**src/bmbr_defs.svh**
```systemverilog
`ifndef BMBR_DEFS_SVH
`define BMBR_DEFS_SVH

// ----------------------------------------------------------------
// widths of the buffer groups
// ----------------------------------------------------------------
`define BMBR_STAT_W 8
`define BMBR_CC_W 6
`define BMBR_ADDR_W 16
`define BMBR_DATA_W 8

// ----------------------------------------------------------------
// reset values
// ----------------------------------------------------------------
`define BMBR_SYNC_RST 2'h0
`define BMBR_HLDA_RST 1'h0
`define BMBR_HOLD_RST 1'h0
`define BMBR_RDY_RST 1'h0
`define BMBR_STAT_RST 8'h00
`define BMBR_CC_RST 6'h00
`define BMBR_ADDR_RST 16'h0000
`define BMBR_DATA_RST 8'h00

`endif

```
**src/bmbr_pkg.sv**
```systemverilog
package bmbr_pkg;

    // hold handover states
    typedef enum logic [1:0] {
        BMBR_RUN = 2'b00,
        BMBR_FINISH = 2'b01,
        BMBR_HOLD = 2'b10
    } bmbr_hold_e;

endpackage

```
**src/bmbr_buf_group.sv**
```systemverilog
`timescale 1ns/1ns

// one tri-state buffer group: disable acts combinationally
module bmbr_buf_group #(
    parameter int W = 8
) (
    // core side
    input wire logic [W-1:0] core_q_i,
    input wire logic core_en_i,
    // bus side
    input wire logic dsb_i,
    output logic [W-1:0] bus_q_o,
    output logic [W-1:0] bus_oe_o
);

    // ------------------------------------------------------------
    // per-bit enable
    // ------------------------------------------------------------
    // no clock here so a release lands in the same bus cycle
    genvar g;
    generate
        for (g = 0; g < W; g++) begin : g_bit
            assign bus_q_o[g] = core_q_i[g];
            assign bus_oe_o[g] = core_en_i & ~dsb_i;
        end
    endgenerate

endmodule

```
**src/bmbr_top.sv**
```systemverilog
`timescale 1ns/1ns
`include "bmbr_defs.svh"

module bmbr_top (
    // clock and reset
    input wire logic ref_clk_i,
    input wire logic rst_n_i,
    // core side values
    input wire logic [`BMBR_STAT_W-1:0] stat_q_i,
    input wire logic [`BMBR_CC_W-1:0] cc_q_i,
    input wire logic [`BMBR_ADDR_W-1:0] addr_q_i,
    input wire logic [`BMBR_DATA_W-1:0] dout_q_i,
    input wire logic dout_en_i,
    input wire logic cycle_end_i,
    // bus control inputs
    input wire logic stat_dsb_i,
    input wire logic cc_dsb_i,
    input wire logic addr_dsb_i,
    input wire logic dout_dsb_i,
    input wire logic hold_req_i,
    input wire logic ext_rdy_i,
    input wire logic unprot_i,
    input wire logic single_step_i,
    // bus outputs
    output logic [`BMBR_STAT_W-1:0] stat_o,
    output logic [`BMBR_STAT_W-1:0] stat_oe_o,
    output logic [`BMBR_CC_W-1:0] cc_o,
    output logic [`BMBR_CC_W-1:0] cc_oe_o,
    output logic [`BMBR_ADDR_W-1:0] addr_o,
    output logic [`BMBR_ADDR_W-1:0] addr_oe_o,
    output logic [`BMBR_DATA_W-1:0] dout_o,
    output logic [`BMBR_DATA_W-1:0] dout_oe_o,
    output logic hlda_o,
    output logic cpu_rdy_o,
    output logic in_hold_o
);

    // ------------------------------------------------------------
    // internal state
    // ------------------------------------------------------------
    // reset copy that the whole block runs on
    logic [1:0] rst_sync_r;
    logic rst_n;
    // hold handover
    bmbr_pkg::bmbr_hold_e st_r;
    bmbr_pkg::bmbr_hold_e st_nxt;
    logic hlda_r;
    logic in_hold_r;
    logic bus_own;
    // ready and core values on their way to the pins
    logic rdy_r;
    logic [`BMBR_STAT_W-1:0] stat_q_r;
    logic [`BMBR_CC_W-1:0] cc_q_r;
    logic [`BMBR_ADDR_W-1:0] addr_q_r;
    logic [`BMBR_DATA_W-1:0] dout_q_r;
    // sink for the two lines the board leaves alone
    logic ignored_unused;

    // ------------------------------------------------------------
    // reset release
    // ------------------------------------------------------------
    // asserts at once, lets go only on an edge so no flop sees a runt
    always_ff @(posedge ref_clk_i or negedge rst_n_i) begin
        if (!rst_n_i) begin
            rst_sync_r <= `BMBR_SYNC_RST;
        end else begin
            rst_sync_r <= {rst_sync_r[0], 1'h1};
        end
    end
    assign rst_n = rst_sync_r[1];

    // ------------------------------------------------------------
    // ignored bus lines
    // ------------------------------------------------------------
    // memory-unprotect and single-step reach no logic; the sink only
    // keeps both pins named so a later card revision can pick them up
    assign ignored_unused = unprot_i | single_step_i;

    // ------------------------------------------------------------
    // hold handover
    // ------------------------------------------------------------
    // finish the running cycle before giving up the bus
    // walk: run, finish while the cycle runs out, hold until released;
    // acknowledge and hold flag drop on the same edge that takes the bus back
    always_comb begin
        st_nxt = st_r;
        case (st_r)
            bmbr_pkg::BMBR_RUN: begin
                if (hold_req_i) begin
                    st_nxt = cycle_end_i ? bmbr_pkg::BMBR_HOLD
                                         : bmbr_pkg::BMBR_FINISH;
                end
            end
            bmbr_pkg::BMBR_FINISH: begin
                // a withdrawn request never parks the bus
                if (!hold_req_i) begin
                    st_nxt = bmbr_pkg::BMBR_RUN;
                end else if (cycle_end_i) begin
                    st_nxt = bmbr_pkg::BMBR_HOLD;
                end
            end
            bmbr_pkg::BMBR_HOLD: begin
                if (!hold_req_i) begin
                    st_nxt = bmbr_pkg::BMBR_RUN;
                end
            end
            default: st_nxt = bmbr_pkg::BMBR_RUN;
        endcase
    end

    // state register
    always_ff @(posedge ref_clk_i or negedge rst_n) begin
        if (!rst_n) begin
            st_r <= bmbr_pkg::BMBR_RUN;
        end else begin
            st_r <= st_nxt;
        end
    end

    // acknowledge follows the request only
    always_ff @(posedge ref_clk_i or negedge rst_n) begin
        if (!rst_n) begin
            hlda_r <= `BMBR_HLDA_RST;
        end else begin
            hlda_r <= hold_req_i && (st_nxt != bmbr_pkg::BMBR_RUN);
        end
    end

    // hold flag kept beside the state so the pin needs no decode
    always_ff @(posedge ref_clk_i or negedge rst_n) begin
        if (!rst_n) begin
            in_hold_r <= `BMBR_HOLD_RST;
        end else begin
            in_hold_r <= (st_nxt == bmbr_pkg::BMBR_HOLD);
        end
    end

    // ready pass-through, registered; slow cards pull it low
    // the copy costs one clock, so a card must pull early enough
    always_ff @(posedge ref_clk_i or negedge rst_n) begin
        if (!rst_n) begin
            rdy_r <= `BMBR_RDY_RST;
        end else begin
            rdy_r <= ext_rdy_i;
        end
    end

    // ------------------------------------------------------------
    // core values
    // ------------------------------------------------------------
    // every core value pin leaves a flip-flop; the price is one clock between
    // the core and the bus lines
    always_ff @(posedge ref_clk_i or negedge rst_n) begin
        if (!rst_n) begin
            stat_q_r <= `BMBR_STAT_RST;
            cc_q_r <= `BMBR_CC_RST;
            addr_q_r <= `BMBR_ADDR_RST;
            dout_q_r <= `BMBR_DATA_RST;
        end else begin
            stat_q_r <= stat_q_i;
            cc_q_r <= cc_q_i;
            addr_q_r <= addr_q_i;
            dout_q_r <= dout_q_i;
        end
    end

    // ------------------------------------------------------------
    // pin outputs
    // ------------------------------------------------------------
    // flags and ready go out straight from their registers
    assign hlda_o = hlda_r;
    assign cpu_rdy_o = rdy_r;
    assign in_hold_o = in_hold_r;
    // own the address and data bus unless parked in hold
    assign bus_own = (st_r != bmbr_pkg::BMBR_HOLD);

    // ------------------------------------------------------------
    // buffer groups
    // ------------------------------------------------------------
    // enables are combinational: an outside master must win at once
    // status and control follow reset only; address and data give way
    bmbr_buf_group #(.W(`BMBR_STAT_W)) u_stat (
        .core_q_i(stat_q_r),
        .core_en_i(rst_n),
        .dsb_i(stat_dsb_i),
        .bus_q_o(stat_o),
        .bus_oe_o(stat_oe_o)
    );

    bmbr_buf_group #(.W(`BMBR_CC_W)) u_cc (
        .core_q_i(cc_q_r),
        .core_en_i(rst_n),
        .dsb_i(cc_dsb_i),
        .bus_q_o(cc_o),
        .bus_oe_o(cc_oe_o)
    );

    bmbr_buf_group #(.W(`BMBR_ADDR_W)) u_addr (
        .core_q_i(addr_q_r),
        .core_en_i(rst_n & bus_own),
        .dsb_i(addr_dsb_i),
        .bus_q_o(addr_o),
        .bus_oe_o(addr_oe_o)
    );

    bmbr_buf_group #(.W(`BMBR_DATA_W)) u_dout (
        .core_q_i(dout_q_r),
        .core_en_i(rst_n & bus_own & dout_en_i),
        .dsb_i(dout_dsb_i),
        .bus_q_o(dout_o),
        .bus_oe_o(dout_oe_o)
    );

endmodule

```
**config.mk**
```make
export PLATFORM = sky130hd
export DESIGN_NAME = bmbr_top
export DESIGN_NICKNAME = d
export VERILOG_FILES = /design/src/bmbr_pkg.sv /design/src/bmbr_buf_group.sv /design/src/bmbr_top.sv
export VERILOG_INCLUDE_DIRS = /design/src
export SDC_FILE = /design/constraint.sdc
export NUM_CORES = 1
export LEC_CHECK = 0
export ABC_AREA = 1
export CAP_MARGIN = 10
export CORE_ASPECT_RATIO = 0.8
export CORE_MARGIN = 4
export CORE_UTILIZATION = 45
export DETAILED_ROUTE_END_ITERATION = 8
export DONT_BUFFER_PORTS = 1
export SLEW_MARGIN = 30
export SYNTH_ARGS = -nofsm -noshare
export SYNTH_HDL_FRONTEND = slang
export SYNTH_HIERARCHICAL = 1
export SYNTH_SLANG_ARGS = --single-unit
```
**constraint.sdc**
```tcl
create_clock -name ref_clk_i -period 2.88 [get_ports ref_clk_i]
set_input_delay 0.576 -clock ref_clk_i [delete_from_list [all_inputs] [get_ports ref_clk_i]]
set_output_delay 0.576 -clock ref_clk_i [all_outputs]
set_load 0.005 [all_outputs]
```
# Word level (Yosys, flattened, before mapping)
# Cells that the tools add are included.
# classes
n_eq_ne	4
muxes	6
bitwise	10
n_reduce_logical	3
# ops
cell	n
$mux W2	5
$and A1 B1 Y1	6
$pmux W2 S3	1
$eq A2 B2 Y1 const B	2
$not A1 Y1	4
$eq A2 B1 Y1 const B	1
$logic_not A2 Y1	1
$ne A2 B2 Y1 const B	1
$reduce_bool A2 Y1	1
$logic_and A1 B1 Y1	1
# totals
ff_bits	45
inputBits	50
output_inout_bits	79
elab_cells	32

# Longest topological paths before layout
# logic_depth
word_depth	5
depth_mapped	7
mapped_depth_nobuf	6

# Hierarchy
# Netlist, hierarchy kept.
# modules_own_cells
mod	instances	cells_per_inst	area_per_inst_um2	seq_area_each_um2
bmbr_top	1	59	1186.1	1126.1
bmbr_buf_group at u_dout ...	2	17	122.6	0.0
bmbr_buf_group at u_addr	1	33	242.7	0.0
bmbr_buf_group at u_cc	1	13	92.6	0.0

# Worst setup path before layout
# No wires, ideal clock.
# synth_timing
path_type	reg2out
start	register rst_sync_r[1]
end	output addr_oe_o[10]
arrival_time_ps	2108
required_time_ps	2304
path_slack_ps	196
stages_incl_launch_ff	6
n_path_buf	1
path_cell_list	dfrtp_1 nand2_1 inv_1 inv_1 nor2_2 buf_4
# synth_between
elab_chain_len	2
# synth_lines
element	line_no	text
from (decl)	bmbr_top.sv:42	logic [1:0] rst_sync_r;
from (signal assigned)	bmbr_top.sv:65	rst_sync_r <= `BMBR_SYNC_RST;
from (signal assigned)	bmbr_top.sv:67	rst_sync_r <= {rst_sync_r[0], 1'h1};
$and A1 B1 Y1	bmbr_top.sv:200	.core_en_i(rst_n & bus_own),
$and A1 B1 Y1	--	
to (decl)	bmbr_top.sv:30	output logic [`BMBR_ADDR_W-1:0] addr_oe_o,
# Every way passes these cells.

# Worst setup path after layout
# layout_timing
start	register rst_sync_r[1]
end	output dout_oe_o[4]
# layout_between
elab_chain_len	3
# layout_lines
element	line_no	text
$and A1 B1 Y1 (2 in a row)	bmbr_top.sv:208	.core_en_i(rst_n & bus_own & dout_en_i),
$and A1 B1 Y1	--	
to (decl)	bmbr_top.sv:32	output logic [`BMBR_DATA_W-1:0] dout_oe_o,
# Every way passes these cells.

==> flow_metrics.py <==
metrics = {
    "global_routing": {
        "overflow": 0,
        "grt_pass1_wl_um": 3463,
        "grt.busiest_layer": "met2",
        "grt_use_met1_pct": 11.07,
        "grtUsageMet2_pct": 13.25,
        "grt_start_max_net_pins": 37,
        "antenna_found_initial": 0,
        "grtUsageTotal_pct": 9.583,
        "grt_pass1_vias": 662,
        "globalRouteMet3Util_pct": 6.901,
    },
    "clocking": {
        "cts_tree": "built",
        "path_clk_slew_ps": 80,
        "insertion_delay_ps": 290,
        "h-tree-depth": 2,
        "holdBufCountCts": 1,
        "cts_resized": 0,
        "root_buffer": "clkbuf_8",
        "numCtsBuffers": 5,
        "cts_buffer_depth": 2,
        "post_cts_buffers": 0,
        "cts_sinks": 45,
    },
    "final_layout": {
        "antennaDiodeCount": 0,
        "final_area_um2": 1418,
        "seq_area_um2": 1127,
        "drive_gt1_share_pct": 19.23,
        "fillCellCount": 361,
        "nNetsFinal": 127,
        "utilization_pct": 37.52,
        "multiInputGateArea_um2": 70.07,
        "area_growth_pct": -19.76,
        "most-common-layout-cells": "44 x dfrtp_1, 8 x inv_1, 6 x clkbuf_8",
        "layout_commonest_cell": "dfrtp_1",
        "finalNonFillerCells": 133,
    },
    "placed_design": {
        "io_buffers": 0,
        "hpwl_um": 1763,
        "gp_congestion": 0.5938,
        "placed_cells": 124,
        "placed_area_um2": 1311,
    },
    "status": {
        "status": "finished clean",
    },
    "floorplan": {
        "fp.dieW_um": 78.06,
        "start_util_pct": 46.75,
        "coreArea_um2": 3779,
        "die_area_um2": 4999,
        "io_pins": 129,
        "fp.dieH_um": 64.04,
        "placementRows": 20,
    },
    "setup_path": {
        "cp-start-kind": "flip-flop",
        "cp_slowest_stage_delay_ps": 500,
        "regToRegSetupSlack_ps": 2060,
        "cp-end-kind": "output pin",
        "reg2reg_depth": 1,
        "r2r_start": "rst_sync_r[1]",
        "cp-startpoint": "rst_sync_r[1]",
        "crit_chain": "nand2_1, nor2_1, inv_1, nor2_2",
        "crit_slowest_cell": "dfrtp_2",
        "cp_data_arrival_time_ps": 1390,
        "required_ps": 2300,
        "critPathMaxFanout": 11,
        "cp-endpoint": "dout_oe_o[4]",
        "r2r_end": "addr_q_r[6]",
        "critical_path_class": "reg2out",
    },
    "routing": {
        "wire_per_inst_um": 17.32,
        "ant_nets": 0,
        "vias": 567,
        "wl_um": 2303,
        "drt-vias-per-instance": 4.263,
        "drt-initial-drc-count": 29,
        "drt_pass1_iterations": 3,
        "drc": 0,
    },
    "yosys": {
        "yosysWarnings": 6,
        "syn_area_um2": 1767,
        "netlist_instances": 139,
        "syn_avg_cell_area_um2": 12.71,
        "synth_top_area_share_pct": 63.74,
        "synth_cell_types": 11,
        "synth_top_cell_by_area": "dfrtp_1",
        "synth-seq-cells": 45,
        "synthesis.nets": 189,
        "ys_seq_area_share_pct": 63.74,
        "yosys-top-cells-area": "dfrtp_1 64%, buf_4 31%, inv_1 1.7%, nor2_2 1.4%, nand2_1 0.85%",
    },
    "pwr": {
        "p_sw_share_pct": 22.38,
        "clkPwrFrac_pct": 35.3,
        "combPwrFrac_pct": 3.3,
        "power.share.sequential_pct": 61.5,
        "power_density_nw_per_um2": 789.1,
        "internal-power_w": 0.0008683,
        "p_sw_w": 0.0002503,
        "ir_worst_vdd_uv": 310.6,
        "p_leak_nw": 0.6641,
    },
    "run": {
        "cap_violations": 0,
    },
    "sta": {
        "period_share_pct": 68.12,
        "fin_setup_tns_ps": 0,
        "setup_violations": 0,
        "period_minus_slack_ps": 1962,
        "finalHoldViolations": 0,
        "maxSlewViolCount": 0,
        "skew_ps": 4.925,
        "rsz0062_at_grt": "false",
        "fmax_ghz": 0.5097,
    },
    "worst_hold_path": {
        "hold_class": "reg2async",
    },
}
==> worst max-delay path, delay by kind of cell (launching register included) <==
kind / cells / cell delay, ps
simple gates: 3 / 540
flops: 1 / 500
buf+inv: 1 / 50
==> metal layers <==
layer	up-vias	share of wire, %
li1	217	-
met1	294	35
met2	51	48
met3	5	16
met4	0	1.1
met5	-	0
==> synthesized netlist by cell type <==
library cell / count
nand3b_1: 1
inv_1: 8
nand3_1: 1
nor3_1: 1
nor2_2: 4
conb_1: 1
nor2_1: 1
dfrtp_1: 45
nand2_1: 4
a21oi_1: 1
buf_4: 72
==> final cells by class <==
class / count / area share (%)
flip-flops and latches: 45 / 79.52
clock buffers: 6 / 5.825
multi-input cells: 14 / 4.943
well taps: 55 / 4.854
inverters: 8 / 2.118
repair buffers: 3 / 1.765
clock inverters: 2 / 0.9709
==> state kept, by name (all words and copies together), names as in the netlist <==
register	count
addr_q_r	16
dout_q_r	8
stat_q_r	8
cc_q_r	6
rst_sync_r	2
st_r	2
cpu_rdy_o	1
hlda_o	1
in_hold_o	1
==> power by group through the flow <==
stage / registers, W / clock network, W / logic [W]
4_1_cts: 0.000689 / 0.000410 / 0.0000377
5_1_grt: 0.000692 / 0.000443 / 0.0000444
6_report: 0.000688 / 0.000395 / 0.0000364
3_5_place_dp: 0.000701 / 0 / 0.0000363
3_3_place_gp: 0.000701 / 0 / 0.0000347
2_1_floorplan: 0.000695 / 0 / 0.0000998
==> cell families (layout without fill, tap and decap cells) <==
group           after synthesis  after routing  synth area share (%)
buf+inv                      80             19                 32.29
flops                        45             45                 63.74
simple gates                 12             12                 3.469
other cells                   1              1                0.2123
compound gates                1              1                0.2830
==> worst min path at each step <==
stage,startpoint,to,slack (ps),depth (start not counted)
after floorplan,rst_n_i,rst_sync_r[0],280,0
after global routing,rst_sync_r[1],dout_q_r[2],150,0
after global placement,rst_sync_r[1],dout_q_r[0],120,0
final,rst_sync_r[1],dout_q_r[2],120,0
after CTS,rst_sync_r[1],stat_q_r[4],130,0
after detailed placement,rst_sync_r[1],stat_q_r[4],120,0
==> per-stage QoR <==
stage / total power, W / hold WS (ps) / setup WS (ps)
after floorplan: 0.0007951 / 280.4 / 196.1
after global placement: 0.0007356 / 121.6 / 1212
after detailed placement: 0.0007377 / 124.7 / 1204
after CTS: 0.001137 / 132.1 / 879.5
after global routing: 0.001179 / 149.9 / 663.7
final: 0.001119 / 123.8 / 918.2
Note: power is estimated with default switching activity, not from simulation.
